`config.mk`:
```
export PLATFORM = sky130hd
export DESIGN_NAME = tac_serial_ctrl
export DESIGN_NICKNAME = d
export VERILOG_FILES = /design/src/tac_pkg.sv /design/src/tac_serial_ctrl.sv
export SDC_FILE = /design/constraint.sdc
export NUM_CORES = 1
export LEC_CHECK = 0
export ABC_CLOCK_PERIOD_IN_PS = 2500
export BUFFER_PORTS_ARGS = -buffer_cell sky130_fd_sc_hd__clkbuf_2
export CORE_ASPECT_RATIO = 1.4
export CORE_MARGIN = 2
export CORE_UTILIZATION = 40
export CTS_BUF_LIST = sky130_fd_sc_hd__clkbuf_8
export CTS_CLUSTER_SIZE = 40
export DETAILED_ROUTE_END_ITERATION = 8
export HOLD_SLACK_MARGIN = 0.15
export SLEW_MARGIN = 20
export SYNTH_ARGS = -nofsm -noshare
export SYNTH_HDL_FRONTEND = slang
export SYNTH_SLANG_ARGS = --single-unit
```
`constraint.sdc`:
```
create_clock -name clk_sys -period 2.5 [get_ports clk_sys]
set_input_delay 0.5 -clock clk_sys [delete_from_list [all_inputs] [get_ports clk_sys]]
set_output_delay 0.5 -clock clk_sys [all_outputs]
set_load 0.02 [all_outputs]
```
`src/tac_pkg.sv`:
```
// package for the touch converter serial control block: bit positions,
// counts, reset values and the shared structs.
// assumes a single 125 MHz system clock and a host-driven serial clock pin.
`default_nettype none

package tac_pkg;

  // ************************************************************
  // command byte layout
  // ************************************************************
  localparam int CMD_W = 8;
  localparam logic [4:0] CNT_CHAN_FIRST = 5'h02;
  localparam logic [4:0] CNT_CHAN_LAST = 5'h04;
  localparam logic [4:0] CNT_MODE = 5'h05;
  localparam logic [4:0] CNT_REF = 5'h06;
  localparam logic [4:0] CNT_PD1 = 5'h07;
  localparam logic [4:0] CNT_PD0 = 5'h08;
  localparam logic [4:0] CNT_START = 5'h01;
  localparam logic [4:0] CNT_MAX = 5'h1f;

  // ************************************************************
  // conversion framing
  // ************************************************************
  localparam int RES_W = 12;
  localparam logic [3:0] BITS_12 = 4'hc;
  localparam logic [3:0] BITS_8 = 4'h8;
  localparam logic [4:0] SPACING_12 = 5'h0f;
  localparam logic [4:0] SPACING_8 = 5'h0b;
  localparam int FIFO_DEPTH = 8;
  localparam int DRV_W = 4;
  // driver switch that grounds the y plane while waiting for a touch
  localparam logic [3:0] DRV_Y_MINUS = 4'h1;

  // ************************************************************
  // decoded command
  // ************************************************************
  typedef struct packed {
    logic [2:0] channel_select_field;
    logic mode_8bit;
    logic reference_mode_bit;
    logic reference_power_bit;
    logic converter_powerdown_bit;
  } tac_cmd_s;

  localparam tac_cmd_s CMD_RESET = '0;
  localparam logic REF_ON_RESET = 1'b0;
  localparam logic PEN_EN_RESET = 1'b1;

  // ************************************************************
  // analog front end controls
  // ************************************************************
  typedef struct packed {
    logic [2:0] mux_sel;
    logic ref_diff;
    logic [3:0] panel_drive;
    logic sample_en;
    logic hold_en;
    logic conv_start;
    logic adc_power_on;
    logic ref_power_on;
    logic xp_pullup_en;
  } tac_ana_s;

endpackage

`default_nettype wire

```
`src/tac_serial_ctrl.sv`:
```
// serial command, conversion framing and power control of a resistive
// touch converter, plus the result fifo between analog core and serializer.
// assumes serial clock, chip select, data in and x+ sense are async pins;
// the analog core pushes one result word per conversion start.
`default_nettype none

// ************************************************************
// result fifo
// ************************************************************
module tac_fifo #(
  parameter int WIDTH = 12,
  parameter int DEPTH = 8
) (
  // clock and reset
  input wire logic clk_sys,
  input wire logic reset_n,
  input wire logic clk_en,
  // fill side
  input wire logic in_valid,
  output logic in_ready,
  input wire logic [WIDTH-1:0] in_data,
  // drain side
  output logic out_valid,
  input wire logic out_ready,
  output logic [WIDTH-1:0] out_data
);
  localparam int PW = (DEPTH > 1) ? $clog2(DEPTH) : 1;
  localparam int CW = $clog2(DEPTH + 1);
  localparam logic [CW-1:0] FULL = CW'(DEPTH);
  localparam logic [PW-1:0] LAST = PW'(DEPTH - 1);

  typedef struct packed {
    logic [DEPTH-1:0][WIDTH-1:0] mem;
    logic [PW-1:0] wr;
    logic [PW-1:0] rd;
    logic [CW-1:0] count;
  } tac_fifo_s;

  tac_fifo_s q, d;
  logic push, pop;

  assign in_ready = (q.count != FULL);
  assign out_valid = (q.count != '0);
  assign out_data = q.mem[q.rd];
  assign push = in_valid & in_ready;
  assign pop = out_ready & out_valid;

  always_comb begin
    d = q;
    if (push) begin
      d.mem[q.wr] = in_data;
      d.wr = (q.wr == LAST) ? '0 : q.wr + 1'b1;
    end
    if (pop) begin
      d.rd = (q.rd == LAST) ? '0 : q.rd + 1'b1;
    end
    if (push && !pop) begin
      d.count = q.count + 1'b1;
    end else if (pop && !push) begin
      d.count = q.count - 1'b1;
    end
  end

  always_ff @(posedge clk_sys) begin
    if (!reset_n) begin
      q <= '0;
    end else if (clk_en) begin
      q <= d;
    end
  end
endmodule

// ************************************************************
// serial control top
// ************************************************************
module tac_serial_ctrl #(
  // per {channel, reference mode bit}: switch set xp, xm, yp, ym
  parameter logic [15:0][3:0] DRV_MAP = 64'h0000_0000_0000_0000,
  // channels that measure x, y or z position; arbitrary default
  parameter logic [7:0] POS_CHAN_MASK = 8'h3a
) (
  // clock, reset, enable
  input wire logic clk_sys,
  input wire logic reset_n,
  input wire logic clk_en,
  // serial pins to and from the host
  input wire logic serial_clock,
  input wire logic cs_n,
  input wire logic serial_in,
  output logic serial_out,
  output logic serial_out_oe,
  output logic busy,
  output logic busy_oe,
  // touch alert
  input wire logic xp_sense,
  output logic touch_alert_out,
  // analog core results
  input wire logic result_valid,
  output logic result_ready,
  input wire logic [tac_pkg::RES_W-1:0] result_data,
  // analog core controls
  output tac_pkg::tac_ana_s analog_ctrl
);

  typedef struct packed {
    logic sclk_m, sclk_s, sclk_p;
    logic cs_m, cs_s;
    logic din_m, din_s;
    logic xp_m, xp_s;
    logic active;
    logic [4:0] cnt;
    tac_pkg::tac_cmd_s cmd;
    logic acq;
    logic go;
    logic busy;
    logic conv;
    logic conv_start;
    logic [3:0] outcnt;
    logic [tac_pkg::RES_W-1:0] outsh;
    logic dout;
    logic ref_on;
    logic pen_en;
  } tac_state_s;

  tac_state_s q, d;
  logic rise, fall, pop, res_valid;
  logic [tac_pkg::RES_W-1:0] res_data;
  logic [4:0] spacing;
  logic [3:0] drv;

  // ************************************************************
  // result buffer
  // ************************************************************
  // the analog core stalls on result_ready when the serializer lags
  tac_fifo #(
    .WIDTH(tac_pkg::RES_W),
    .DEPTH(tac_pkg::FIFO_DEPTH)
  ) u_fifo (
    .clk_sys(clk_sys),
    .reset_n(reset_n),
    .clk_en(clk_en),
    .in_valid(result_valid),
    .in_ready(result_ready),
    .in_data(result_data),
    .out_valid(res_valid),
    .out_ready(pop),
    .out_data(res_data)
  );

  // ************************************************************
  // next state
  // ************************************************************
  // edges only from synchronised copies; first stages feed nothing else
  assign rise = q.sclk_s & ~q.sclk_p;
  assign fall = ~q.sclk_s & q.sclk_p;
  assign spacing = q.cmd.mode_8bit ? tac_pkg::SPACING_8
                                   : tac_pkg::SPACING_12;
  assign pop = fall & q.go & ~q.cs_s & clk_en;

  always_comb begin
    d = q;
    d.conv_start = 1'b0;
    d.sclk_m = serial_clock;
    d.sclk_s = q.sclk_m;
    d.sclk_p = q.sclk_s;
    d.cs_m = cs_n;
    d.cs_s = q.cs_m;
    d.din_m = serial_in;
    d.din_s = q.din_m;
    d.xp_m = xp_sense;
    d.xp_s = q.xp_m;
    if (q.cs_s) begin
      // deselect drops the conversion but leaves the reference alone
      d.active = 1'b0;
      d.cnt = '0;
      d.acq = 1'b0;
      d.go = 1'b0;
      d.busy = 1'b0;
      d.conv = 1'b0;
      d.outcnt = '0;
      d.dout = 1'b0;
      d.pen_en = ~q.cmd.converter_powerdown_bit;
    end else begin
      if (rise) begin
        if (q.din_s && (!q.active || q.cnt >= spacing)) begin
          d.active = 1'b1;
          d.cnt = tac_pkg::CNT_START;
          d.pen_en = 1'b0;
        end else if (q.active && q.cnt != tac_pkg::CNT_MAX) begin
          d.cnt = q.cnt + 1'b1;
          if (d.cnt >= tac_pkg::CNT_CHAN_FIRST &&
              d.cnt <= tac_pkg::CNT_CHAN_LAST) begin
            d.cmd.channel_select_field =
              {q.cmd.channel_select_field[1:0], q.din_s};
          end
          case (d.cnt)
            tac_pkg::CNT_MODE: begin
              d.cmd.mode_8bit = q.din_s;
              d.acq = 1'b1;
            end
            tac_pkg::CNT_REF: begin
              d.cmd.reference_mode_bit = q.din_s;
            end
            tac_pkg::CNT_PD1: begin
              d.cmd.reference_power_bit = q.din_s;
            end
            tac_pkg::CNT_PD0: begin
              d.cmd.converter_powerdown_bit = q.din_s;
              d.go = 1'b1;
            end
            default: begin
            end
          endcase
        end
      end
      if (fall) begin
        if (q.go) begin
          // hold the sample and start converting
          d.go = 1'b0;
          d.acq = 1'b0;
          d.busy = 1'b1;
          d.conv = 1'b1;
          d.conv_start = 1'b1;
          d.ref_on = q.cmd.reference_power_bit;
          d.outsh = '0;
          if (res_valid) begin
            // 8-bit results use the top of the word, msb first
            d.outsh = q.cmd.mode_8bit ? {res_data[11:4], 4'h0}
                                      : res_data;
          end
          d.outcnt = q.cmd.mode_8bit ? tac_pkg::BITS_8
                                     : tac_pkg::BITS_12;
          d.dout = 1'b0;
        end else if (q.outcnt != '0) begin
          d.busy = 1'b0;
          d.dout = q.outsh[tac_pkg::RES_W-1];
          d.outsh = {q.outsh[tac_pkg::RES_W-2:0], 1'b0};
          d.outcnt = q.outcnt - 1'b1;
          if (q.outcnt == 4'h1) begin
            // bit 1 has gone, so this falling edge ends the conversion
            d.conv = 1'b0;
            // an overlapped command has already disarmed detection and
            // owns the power bits now, so rearm only if none has started
            if (q.cnt > tac_pkg::CNT_PD0) begin
              d.pen_en = ~q.cmd.converter_powerdown_bit;
            end
          end
        end else begin
          d.dout = 1'b0;
        end
      end
    end
  end

  always_ff @(posedge clk_sys) begin
    if (!reset_n) begin
      q <= '0;
      q.sclk_m <= 1'b0;
      q.cs_m <= 1'b1;
      q.cs_s <= 1'b1;
      q.cmd <= tac_pkg::CMD_RESET;
      q.ref_on <= tac_pkg::REF_ON_RESET;
      q.pen_en <= tac_pkg::PEN_EN_RESET;
    end else if (clk_en) begin
      q <= d;
    end
  end

  // ************************************************************
  // pins
  // ************************************************************
  assign serial_out = q.dout;
  assign serial_out_oe = ~q.cs_s;
  assign busy = q.busy;
  assign busy_oe = ~q.cs_s;

  // alert follows x+ while armed, otherwise parked by channel class
  always_comb begin
    if (q.pen_en) begin
      touch_alert_out = q.xp_s;
    end else if (POS_CHAN_MASK[q.cmd.channel_select_field]) begin
      touch_alert_out = 1'b0;
    end else begin
      touch_alert_out = 1'b1;
    end
  end

  // ************************************************************
  // analog controls
  // ************************************************************
  assign drv = DRV_MAP[{q.cmd.channel_select_field,
                        q.cmd.reference_mode_bit}];

  always_comb begin
    analog_ctrl.mux_sel = q.cmd.channel_select_field;
    analog_ctrl.ref_diff = ~q.cmd.reference_mode_bit;
    if (q.acq || (q.conv && !q.cmd.reference_mode_bit)) begin
      analog_ctrl.panel_drive = drv;
    end else if (q.pen_en) begin
      analog_ctrl.panel_drive = tac_pkg::DRV_Y_MINUS;
    end else begin
      analog_ctrl.panel_drive = '0;
    end
    analog_ctrl.sample_en = q.acq;
    // gated by select so a deselect drops hold in the cycle power goes
    analog_ctrl.hold_en = q.conv & ~q.cs_s;
    analog_ctrl.conv_start = q.conv_start & ~q.cs_s;
    // powers up with no wake delay and stays up while the clock pauses
    analog_ctrl.adc_power_on = ~q.cs_s &
      (q.cmd.converter_powerdown_bit | q.acq | q.go | q.conv);
    analog_ctrl.ref_power_on = q.ref_on;
    analog_ctrl.xp_pullup_en = q.pen_en;
  end

endmodule

`default_nettype wire

```
Yosys cells after proc, flatten, opt, wreduce, memory -nomap -nowiden
Memories as Yosys holds them, arrays and structs flattened. A register that Yosys moved wholly into a read port is not among the register bits. Cells that the tools add are included. W data, S select, Z words.

Muxes and demuxes: 55. Equality and inequality tests: 9. Reduce and logical (&&, ||, !) cells: 38. Add/subtract/negate cells: 6. Order comparisons: 9. Bitwise operators: 19.

Operators by type and width (count): $bwmux W96 (1); $bmux W12 S3 (1); $demux W12 S3 (1); $mux W12 (3); $reduce_and A6 Y1 (5); $mux W4 (7); $mux W1 (24); $mux W24 (1); $mux W3 (7); $mux W17 (1); $mux W16 (1); $eq A5 B3 Y1 const B (3); $mux W15 (1); $mux W14 (1); $lt A3 B4 Y1 const B (3); $reduce_and A4 Y1 (3); $and A1 B1 Y1 (10); $reduce_bool A2 Y1 (5); $mux W9 (1); $reduce_and A3 Y1 (3); $reduce_bool A3 Y1 (3); $reduce_and A2 Y1 (4); $reduce_bool A4 Y1 (2); $sub A4 B1 Y4 const B (2); other kinds (22) (43).

Flip-flop bits (word level): 152. ROM bits: 72. Input port bits: 20. Output and inout bits: 20. Logic and storage cells: 175. Memories: 2.

Memories: (name not given) (depth 16, bits a word 4, rd ports 1, clocked after Yosys merged registers in 0, wr ports 0, RTL line tac_serial_ctrl.sv:291) `assign drv = DRV_MAP[{q.cmd.channel_select_field,`; (name not given) (depth 8, bits a word 1, rd ports 1, clocked after Yosys merged registers in 1, wr ports 0, RTL line tac_serial_ctrl.sv:281) `end else if (POS_CHAN_MASK[q.cmd.channel_select_field]) begin`.

Longest topological paths before layout
Gate-level depths: netlist (run 1).

Word-level depth: 12. Gate-level depth with buffers: 12. Depth with buffers taken out: 11.

Hierarchy
Synthesis (run 1) repeated with hierarchy kept, for this count alone.

Cells, all modules: 741. Area, all modules: 7345.8 um^2.

By module, submodules not included: tac_fifo (cells an instance 439, instances 1, sequential area each 2122.0 um^2, area an instance 4837.1 um^2); tac_serial_ctrl (cells an instance 302, instances 1, sequential area each 940.9 um^2, area an instance 2508.7 um^2).

Worst setup path after synthesis (run 1)
OpenSTA, ideal clock, no wires.

Path type: flip-flop to flip-flop. Start point: register u_fifo.q[0] (netlist bit). End point: register u_fifo.q[3] (netlist bit). Clock period less this slack: 2.457 ns. Cell stages (with the launch flop): 10. Required time: 2.382 ns. Path buffers: 0. Slack: 0.043 ns. Arrival time: 2.339 ns. Library setup time: 0.118 ns. Cell sequence: dfxtp_1 > o41ai_1 > ha_1 > inv_1 > ha_1 > a21o_1 > a21oi_1 > xnor2_1 > nand2_1 > mux2i_1.

Word-level cells in the longest chain between the ends: 6. Elaborated cells between the ends (all ways): 14. Classes of those cells: add/sub (2); eq/ne (1); mux (2); bitwise (2); reduce/logical (7).

Ends and longest elaborated chain: start, declared (RTL line tac_serial_ctrl.sv:39) `tac_fifo_s q, d;`; start signal, assigned (RTL line tac_serial_ctrl.sv:66) `q <= '0;`; start signal, assigned (RTL line tac_serial_ctrl.sv:68) `q <= d;`; $ne A4 B4 Y1 or $reduce_bool A4 Y1 (tied branches) (RTL line tac_serial_ctrl.sv:42, tac_serial_ctrl.sv:43); $and A1 B1 Y1, on equally long branches (RTL line tac_serial_ctrl.sv:45, tac_serial_ctrl.sv:46); $logic_not A1 Y1, on equally long branches (RTL line tac_serial_ctrl.sv:59, tac_serial_ctrl.sv:57); $logic_and A1 B1 Y1, on equally long branches (RTL line tac_serial_ctrl.sv:59, tac_serial_ctrl.sv:57); $reduce_bool A2 Y1 (no line); $reduce_and A2 Y1 (no line).

Several ways; a longest one is shown, not always the timed one. The select of a mux whose other input is x is not followed. A chain may end at the register's enable or synchronous reset.

Worst setup path in the final report (run 1)
Same ends and word-level chain as after synthesis.

==> impl_metrics.env, run 1 <==
export IMPL_outcome="complete, no violations"
export IMPL_placed_area_um2=7300
export IMPL_period_share_pct=95.3
export IMPL_hold_viol_final=0
export IMPL_drive_above_1_share_pct=18.3
export IMPL_async_reset_ff_share_pct=0
export IMPL_p_per_area_nw_per_um2=604
export IMPL_ys_types=65
export IMPL_critical_path_buf_inv_count=1
export IMPL_cp_max_fo=4
export IMPL_ant_nets=0
export IMPL_mostFrequentLayoutCell="dfxtp_1"
export IMPL_dr_total_vias=5497
export IMPL_min_path_type="in2reg"
export IMPL_critical_path_top_delay_family="simple AND/OR/NAND/NOR gates"
export IMPL_r2r_start="u_fifo.q[0]"
export IMPL_crit_slowest_cell="or4b_4"
export IMPL_htree_levels=4
export IMPL_die_x_um=116
export IMPL_synth_area_per_cell_um2=9.48
export IMPL_grtUsageMet3_pct=4.30
export IMPL_setup_viol=0
export IMPL_die_area_um2=18600
export IMPL_grt_setup_unrepaired="false"
export IMPL_slew_violations=0
export IMPL_wl_um=16400
export IMPL_gr_usage_met1_pct=22.3
export IMPL_design_area_um2=7710
export IMPL_die_y_um=160
export IMPL_maxCapViolations=0
export IMPL_p_leak_nw=2.85
export IMPL_dp_hpwl_um=11100
export IMPL_tightest_slew_ns=0.688
export IMPL_mostFrequentLayoutCells="dfxtp_1 (151), o21ai_0 (107), nand3_1 (105)"
export IMPL_syn2layout_area_growth_pct=10.3
export IMPL_drtIter0Drc=365
export IMPL_cts_reportedPaths_clkPinSlew_ns=0.09
export IMPL_min_delay_start="cs_n"
export IMPL_cts_root_buf="clkbuf_8"
export IMPL_relSlewSlack_pct=53.9
export IMPL_grt_max_degree=124
export IMPL_critical_path_max_stage_delay_ns=0.54
export IMPL_postCtsHoldBufs=0
export IMPL_start_util_pct=40.5
export IMPL_antenna_cells=0
export IMPL_grt_busiest_layer="met2"
export IMPL_synth_edf_count=0
export IMPL_use_met2_pct=31.9
export IMPL_pin_count=40
export IMPL_cp_common_cell="ha_1"
export IMPL_remaining_drc_errors=0
export IMPL_fmax_mhz=420
export IMPL_first_pass_iters=4
export IMPL_core_um2=17300
export IMPL_synthesis_area_um2=6990
export IMPL_antenna_found_initial=0
export IMPL_syn_inst=737
export IMPL_yosysWarnings=0
export IMPL_cp_cell_sequence="or4b_4, and2_1, ha_1, inv_2, ha_1, a21o_1, a21oi_2, xnor2_1, nand2_1, mux2i_1"
export IMPL_crit_path_end_kind="register"
export IMPL_grt_overflow=0
export IMPL_wl_per_cell_um=16.3
export IMPL_peakVddDrop_v=0.000297
export IMPL_power_mw=4.65
export IMPL_grt_pass1_wl_um=27100
export IMPL_clock_skew_ns=0.00853
export IMPL_critPathKind="reg2reg"
export IMPL_crit_arrival_ns=2.73
export IMPL_start_kind="register"
export IMPL_place_congestion=0.796
export IMPL_synthFlopType="dfxtp_1"
export IMPL_cts_tree="built"
export IMPL_io_buffers=36
export IMPL_period_needed_ns=2.38
export IMPL_cts_buffers=17
export IMPL_ys_ff_latch=153
export IMPL_grt_pass1_vias=5410
export IMPL_num_rows=57
export IMPL_cp_required_ns=2.85
export IMPL_via_per_inst=5.47
export IMPL_ys_seq_area_share_pct=43.8
export IMPL_cts_buffer_depth=2
export IMPL_insertion_delay_ns=0.46
export IMPL_nets=793
export IMPL_crit_start="u_fifo.q[0]"
export IMPL_post_cts_buffers=0
export IMPL_cts_sinks=153
export IMPL_track_usage_pct=18.5
per-layer routing:
layer	up-vias	wire, um
met1	2651	7100
met4	0	314
met3	28	617
li1	2708	-
met5	-	0
met2	110	8330
report_power, final:
group	switching (mW)	internal [mW]
logic	0.190	0.108
clock network	1.03	0.828
registers	0.0296	2.47
registers in the layout, indices dropped and copies added (netlist names), named ones only:
name,flops
analog_ctrl,6
busy,1
d,5
q,33
serial_out,1
u_fifo.q,106
synthesized netlist by cell type (3+ instances only):
cell / count / share of area (%)
a211oi_1: 10 / 1.1
a21o_1: 3 / 0.32
a21oi_1: 33 / 2.4
a22oi_1: 3 / 0.32
a31o_2: 3 / 0.38
and3_1: 3 / 0.27
buf_1: 4 / 0.21
buf_2: 16 / 1.1
buf_4: 22 / 2.4
buf_6: 5 / 0.81
clkbuf_1: 13 / 0.70
dfxtp_1: 153 / 44
ha_1: 16 / 2.9
inv_1: 21 / 1.1
mux2i_1: 26 / 3.7
mux4_2: 24 / 7.7
nand2_1: 22 / 1.2
nand2b_1: 8 / 0.72
nand3_1: 105 / 7.5
nand3_4: 3 / 0.75
nand4_1: 3 / 0.27
nor2_1: 47 / 2.5
nor2b_1: 8 / 0.72
nor3_1: 8 / 0.57
nor4_1: 4 / 0.36
o21ai_0: 107 / 7.7
o21ai_1: 6 / 0.43
o22ai_1: 6 / 0.54
o41ai_1: 3 / 0.38
or3_1: 7 / 0.63
xnor2_1: 4 / 0.50
path summary, 6_finish.rpt:
path / end / slack, ns / depth (start not counted)
setup / recovery: u_fifo.q[3] / 0.12 / 10
hold / removal: d[41] / 0.26 / 3
setup reg to reg: u_fifo.q[3] / 0.12 / 10
hold reg to reg: u_fifo.q[66] / 0.47 / 2
timing repair:
| action | CTS | global route |
|---|---|---|
| endpoints found under the hold margin | 0 | 0 |
| cloned | 0 | 0 |
| resized for setup | 1 | 5 |
| pin swaps | 0 | 0 |
| setup endpoints to repair | 1 | 2 |
metrics by stage:
| step | hold WS (ns) | instances | utilization, % | worst slack (ns) | setup TNS (ns) |
|---|---|---|---|---|---|
| 2_1_floorplan | 0.437 | 739 | - | 0.0428 | 0 |
| 3_3_place_gp | 0.444 | 973 | 42.3 | 0.0837 | 0 |
| 3_5_place_dp | 0.456 | 973 | 42.3 | -0.0224 | -0.0224 |
| 4_1_cts | 0.235 | 1005 | 44.6 | 0.0130 | 0 |
| 5_1_grt | 0.251 | 1005 | 44.7 | 0.0224 | 0 |
| 6_report | 0.255 | 1005 | 44.7 | 0.118 | 0 |
cell type report:
| class | count | area [um^2] |
|---|---|---|
| Fill cell | 1719 | 9550 |
| Multi-Input combinational cell | 501 | 3470 |
| Sequential cell | 153 | 3070 |
| Timing Repair Buffer | 61 | 408 |
| Tap cell | 236 | 295 |
| Clock buffer | 17 | 234 |
| Clock inverter | 15 | 156 |
| Inverter | 22 | 82.6 |
kinds of logic (layout without fill, tap and decap cells):
| logic type | Yosys count | count (layout) | share of synthesized area [%] |
|---|---|---|---|
| AO/OA/AOI/OAI | 191 | 191 | 15.6 |
| XOR/XNOR | 6 | 6 | 0.752 |
| adder cells (fa/ha/maj) | 17 | 17 | 3.15 |
| buffers and inverters | 85 | 115 | 6.99 |
| flip-flops | 153 | 153 | 43.8 |
| multiplexers | 51 | 51 | 11.6 |
| other | 1 | 3 | 0.0537 |
| AND/OR/NAND/NOR | 233 | 233 | 18.0 |
worst reg2reg max path, delay by kind of cell, from the launching register on:
| kind | cells | cell delay [ns] |
|---|---|---|
| compound gates | 2 | 0.35 |
| fa+ha+maj | 2 | 0.44 |
| mux | 1 | 0.13 |
| flops | 1 | 0.33 |
| xor+xnor | 1 | 0.13 |
| buf+inv | 1 | 0.10 |
| simple gates | 3 | 0.80 |
Note: power is estimated with default switching activity, not from simulation.
==> inputs of run 2 (changes only) <==
--- a/config.mk
+++ b/config.mk
@@ -10,7 +10,7 @@
 export CORE_ASPECT_RATIO = 1.4
 export CORE_MARGIN = 2
 export CORE_UTILIZATION = 40
-export CTS_BUF_LIST = sky130_fd_sc_hd__clkbuf_8
+export CTS_BUF_LIST = sky130_fd_sc_hd__clkbuf_4
 export CTS_CLUSTER_SIZE = 40
 export DETAILED_ROUTE_END_ITERATION = 8
 export HOLD_SLACK_MARGIN = 0.15
==> run 2 against run 1 <==
Net effect:
- register-to-register slack hardly changed
- sequential share of layout area grew 0.38 points
- setup slack worse by 0.0054 ns
- cell count is 0.40% higher
- die area unchanged
- power shrank 7.4%
- worst hold slack worse by 0.045 ns
- clock-buffer cell count unchanged
- maximum frequency fell by 0.23%
==> impl_metrics.env, run 2 (synthesis gave the netlist of run 1 again) <==
export IMPL_num_rows=57
export IMPL_cp_max_fo=4
export IMPL_syn2layout_area_growth_pct=9.28
export IMPL_grt_pass1_wl_um=27000
export IMPL_p_per_area_nw_per_um2=564
export IMPL_whs_endpoint="d[44]"
export IMPL_clock_skew_ns=0.0144
export IMPL_cts_sinks=153
export IMPL_cts_tree="built"
export IMPL_crit_arrival_ns=2.83
export IMPL_period_needed_ns=2.39
export IMPL_place_congestion=0.796
export IMPL_grt_overflow=0
export IMPL_via_per_inst=5.44
export IMPL_start_kind="register"
export IMPL_grt_max_degree=124
export IMPL_start_util_pct=40.5
export IMPL_cp_common_cell="ha_1"
export IMPL_relSlewSlack_pct=52.7
export IMPL_cp_required_ns=2.94
export IMPL_place_ws_ns=-0.0224
export IMPL_dp_hpwl_um=11100
export IMPL_slew_violations=0
export IMPL_hold_viol_final=0
export IMPL_peakVddDrop_v=0.000391
export IMPL_min_delay_start="serial_clock"
export IMPL_fin_cells=1009
export IMPL_core_um2=17300
export IMPL_ant_nets=0
export IMPL_remaining_drc_errors=0
export IMPL_drtIter0Drc=374
export IMPL_p_int_mw=3.12
export IMPL_mostFrequentLayoutCells="dfxtp_1 (151), o21ai_0 (107), nand3_1 (105)"
export IMPL_hold_depth=3
export IMPL_reg2reg_to="u_fifo.q[3]"
export IMPL_htree_levels=4
export IMPL_wl_um=16200
export IMPL_clkPwrFrac_pct=34.9
export IMPL_io_buffers=36
export IMPL_post_cts_buffers=0
export IMPL_tightest_slew_ns=0.706
export IMPL_dr_total_vias=5489
export IMPL_critPathKind="reg2reg"
export IMPL_wl_per_cell_um=16.1
export IMPL_min_path_type="in2reg"
export IMPL_drive_above_1_share_pct=18.3
export IMPL_seq_power_share_pct=58.1
export IMPL_grt_pass1_vias=5394
export IMPL_r2r_start="u_fifo.q[0]"
export IMPL_crit_slowest_cell="or4b_4"
export IMPL_cts_buffer_depth=2
export IMPL_cp_cell_sequence="or4b_4, and2_1, ha_1, inv_2, ha_1, a21o_1, a21oi_2, xnor2_1, nand2_1, mux2i_1"
export IMPL_maxCapViolations=0
export IMPL_fmax_mhz=419
export IMPL_r2r_slack_ns=0.11
export IMPL_fin_ws_ns=0.112
export IMPL_cts_buffers=17
export IMPL_antenna_found_initial=1
export IMPL_placed_area_um2=7300
export IMPL_critical_path_max_stage_delay_ns=0.54
export IMPL_nets=796
export IMPL_die_area_um2=18600
export IMPL_power_mw=4.31
export IMPL_first_pass_iters=4
export IMPL_die_x_um=116
export IMPL_pin_count=40
export IMPL_p_comb_share_pct=7.0
export IMPL_mostFrequentLayoutCell="dfxtp_1"
export IMPL_outcome="complete, no violations"
export IMPL_largest_reg_flops=106
export IMPL_die_y_um=160
export IMPL_period_share_pct=95.5
export IMPL_setup_viol=0
export IMPL_critical_path_top_delay_family="simple AND/OR/NAND/NOR gates"
export IMPL_cts_reportedPaths_clkPinSlew_ns=0.14
export IMPL_place_inst=973
export IMPL_switchingPower_mw=1.19
export IMPL_top_register="u_fifo.q"
export IMPL_insertion_delay_ns=0.53
export IMPL_track_usage_pct=18.4
export IMPL_design_area_um2=7630
export IMPL_reg2regPathDepth=10
export IMPL_swShare_pct=27.6
export IMPL_cts_root_buf="clkbuf_4"
export IMPL_post_route_util_pct=44.2
export IMPL_critical_path_buf_inv_count=1
export IMPL_crit_path_end_kind="register"
export IMPL_p_leak_nw=2.81
export IMPL_grt_setup_unrepaired="false"
-- run 2: worst register-to-register path: stages (launching register included) --
cell and delay [ns]:
dfxtp_1 0.34, or4b_4 0.54, and2_1 0.18, ha_1 0.20, inv_2 0.10, ha_1 0.24, a21o_1 0.19, a21oi_2 0.16
xnor2_1 0.13, nand2_1 0.08, mux2i_1 0.13
-- run 2: how the worst max path moves through the flow --
stage,from,end,cells past startpoint
2_1_floorplan,u_fifo.q[0],u_fifo.q[3],9
3_3_place_gp,clk_en,u_fifo.q[3],12
3_5_place_dp,clk_en,u_fifo.q[3],12
4_1_cts,u_fifo.q[2],u_fifo.q[3],10
5_1_grt,u_fifo.q[0],u_fifo.q[3],10
6_report,u_fifo.q[0],u_fifo.q[3],10
-- run 2: cell type report --
type	instances	area [um^2]
Fill cell	1722	9630
Clock buffer	17	128
Tap cell	236	295
Timing Repair Buffer	64	438
Sequential cell	153	3070
Inverter	22	82.6
Clock inverter	15	156
Multi-Input combinational cell	501	3470
Antenna cell	1	2.50
-- run 2: power by group through the flow --
stage                     clock, mW  combinational [mW]  sequential [mW]
final                          1.50               0.302             2.50
after floorplan                   0               0.222             2.54
after global routing           1.66               0.332             2.51
after global placement            0               0.284             2.55
after detailed placement          0               0.297             2.55
after CTS                      1.55               0.302             2.50
-- run 2: per-layer routing --
| layer | vias up | share of wire, % | track usage (%) | wire, um |
|---|---|---|---|---|
| li1 | 2723 | - | - | - |
| met1 | 2641 | 44 | 22.2 | 7080 |
| met2 | 102 | 51 | 32.2 | 8310 |
| met3 | 23 | 3.6 | 4.23 | 583 |
| met4 | 0 | 1.6 | 5.52 | 256 |
| met5 | - | 0 | 0 | 0 |
-- run 2: timing repair --
item | 4_1_cts | 5_1_grt
pin swaps | 0 | 0
cloned | 0 | 0
setup endpoints to repair | 1 | 3
hold buffers | 3 | 0
resized for setup | 1 | 5
endpoints found under the hold margin | 3 | 0
-- run 2: per-stage QoR --
| stage | TNS (ns) | hold slack (ns) |
|---|---|---|
| after floorplan | 0 | 0.437 |
| after global placement | 0 | 0.444 |
| after detailed placement | -0.0224 | 0.456 |
| after CTS | 0 | 0.166 |
| after global routing | 0 | 0.180 |
| final | 0 | 0.210 |
==> inputs of run 3 (changes only) <==
--- a/config.mk
+++ b/config.mk
@@ -14,6 +14,7 @@
 export CTS_CLUSTER_SIZE = 40
 export DETAILED_ROUTE_END_ITERATION = 8
 export HOLD_SLACK_MARGIN = 0.15
+export REMOVE_ABC_BUFFERS = 1
 export SLEW_MARGIN = 20
 export SYNTH_ARGS = -nofsm -noshare
 export SYNTH_HDL_FRONTEND = slang
==> run 3 against run 2 <==
Net effect:
- die area stayed put
- sequential share of layout area is 0.26 points lower
- cell area is 0.57% higher
- clock-buffer cell count stayed put
- routed wire length hardly changed
- critical path depth is 2 lower
- power is 3.0% higher
- clock skew is 0.011 ns higher
- sequential cell count stayed put
- sequential power hardly changed
- worst hold slack better by 0.088 ns
- critical path type unchanged
==> impl_metrics.env, run 3 (synthesis gave the netlist of run 1 again) <==
export IMPL_outcome="complete, no violations"
export IMPL_fin_ws_ns=0.133
export IMPL_via_per_inst=5.45
export IMPL_crit_path_end_kind="register"
export IMPL_power_mw=4.44
export IMPL_nets=801
export IMPL_num_rows=57
export IMPL_wl_um=16200
export IMPL_place_ws_ns=0.131
export IMPL_fmax_mhz=422
export IMPL_peakVddDrop_v=0.000389
export IMPL_clock_skew_ns=0.0252
export IMPL_start_kind="register"
export IMPL_start_util_pct=40.5
export IMPL_cts_tree="built"
export IMPL_maxCapViolations=0
export IMPL_core_um2=17300
export IMPL_cp_max_fo=8
export IMPL_mostFrequentLayoutCell="dfxtp_1"
export IMPL_multi_input_comb_area_um2=3450
export IMPL_insertion_delay_ns=0.57
export IMPL_cts_buffers=17
export IMPL_placed_area_um2=7330
export IMPL_die_area_um2=18600
export IMPL_first_pass_iters=5
export IMPL_grt_pass1_wl_um=26500
export IMPL_largest_reg_flops=106
export IMPL_mostFrequentLayoutCells="dfxtp_1 (153), o21ai_0 (107), nand3_1 (105)"
export IMPL_remaining_drc_errors=0
export IMPL_slew_violations=0
export IMPL_pin_count=40
export IMPL_r2r_slack_ns=0.13
export IMPL_wl_per_cell_um=16.0
export IMPL_htree_levels=4
export IMPL_cp_required_ns=2.97
export IMPL_io_buffers=36
export IMPL_dr_total_vias=5526
export IMPL_grt_overflow=0
export IMPL_setup_viol=0
export IMPL_min_path_type="in2reg"
export IMPL_grt_pass1_vias=5330
export IMPL_cts_buffer_depth=2
export IMPL_cts_reportedPaths_clkPinSlew_ns=0.15
export IMPL_fin_tns_setup_ns=0
export IMPL_dp_hpwl_um=10900
export IMPL_track_usage_pct=18.1
export IMPL_antenna_found_initial=1
export IMPL_period_share_pct=94.7
export IMPL_fill_cells=1734
export IMPL_cts_root_buf="clkbuf_4"
export IMPL_drive_above_1_share_pct=17.9
export IMPL_die_y_um=160
export IMPL_relSlewSlack_pct=54.3
export IMPL_p_per_area_nw_per_um2=578
export IMPL_seq_area_um2=3060
export IMPL_post_cts_buffers=0
export IMPL_critPathKind="reg2reg"
export IMPL_p_leak_nw=2.84
export IMPL_drtIter0Drc=319
export IMPL_syn2layout_area_growth_pct=9.91
export IMPL_period_needed_ns=2.37
export IMPL_top_register="u_fifo.q"
export IMPL_ant_nets=0
export IMPL_grt_setup_unrepaired="false"
export IMPL_design_area_um2=7680
export IMPL_place_congestion=0.894
export IMPL_cts_sinks=153
export IMPL_crit_arrival_ns=2.84
export IMPL_grt_max_degree=51
export IMPL_die_x_um=116
export IMPL_tightest_slew_ns=0.676
export IMPL_hold_viol_final=0
## run 3: cell count changes in the layout (fill, tap and decap cells not counted), sizes merged
cell / change
bufinv: +1
dlygate4sd3: +1
clkinv: +1
buf: +4
clkinvlp: -2
## run 3: cell type report
cell class,count,area share (%)
clock inverters,15,2.33
clock buffers,17,1.66
multi-input cells,501,44.9
inverters,22,1.08
well taps,236,3.85
diodes,1,0.0326
repair buffers,69,6.23
flip-flops and latches,153,39.9
## run 3: worst paths after layout
path	start	to	depth (start not counted)
max	q[31]	register	8
min	result_data[7]	u_fifo.q[65]	3
max reg2reg	q[31]	register	8
min reg2reg	q[8]	q[8]	2
## run 3: worst max-delay path, cell delays in order, from the launching register on
cell and delay [ns]:
dfxtp_1 0.41, ha_1 0.24, and3_1 0.18, ha_1 0.19, nand4bb_1 0.27, or3_1 0.34
nor3_1 0.32, a221oi_1 0.15, nand2b_1 0.17
## run 3: power breakdown
part           switching, mW  leakage (nW)  internal, mW
logic                  0.189          1.44         0.116
clock network          0.998         0.167         0.636
registers             0.0256          1.24          2.47
total                   1.21          2.84          3.22
## run 3: per-stage QoR
step | hold slack (ns) | std cells | util (%)
after floorplan | 0.437 | 676 | -
after global placement | 0.445 | 977 | 42.5
after detailed placement | 0.455 | 977 | 42.5
after CTS | 0.266 | 1013 | 44.5
after global routing | 0.286 | 1014 | 44.5
final | 0.299 | 1014 | 44.5
## run 3: timing repair
item | in CTS | in global routing
endpoints found under the hold margin | 4 | 0
setup endpoints to repair | 0 | 0
hold buffers | 4 | 0
resized for setup | 0 | 0
## run 3: routing by layer
layer,vias to the layer above,routed length (um),track usage (%)
li1,2724,-,-
met1,2649,6680,21.0
met2,122,8550,32.3
met3,31,563,3.77
met4,0,420,6.98
met5,-,0,0
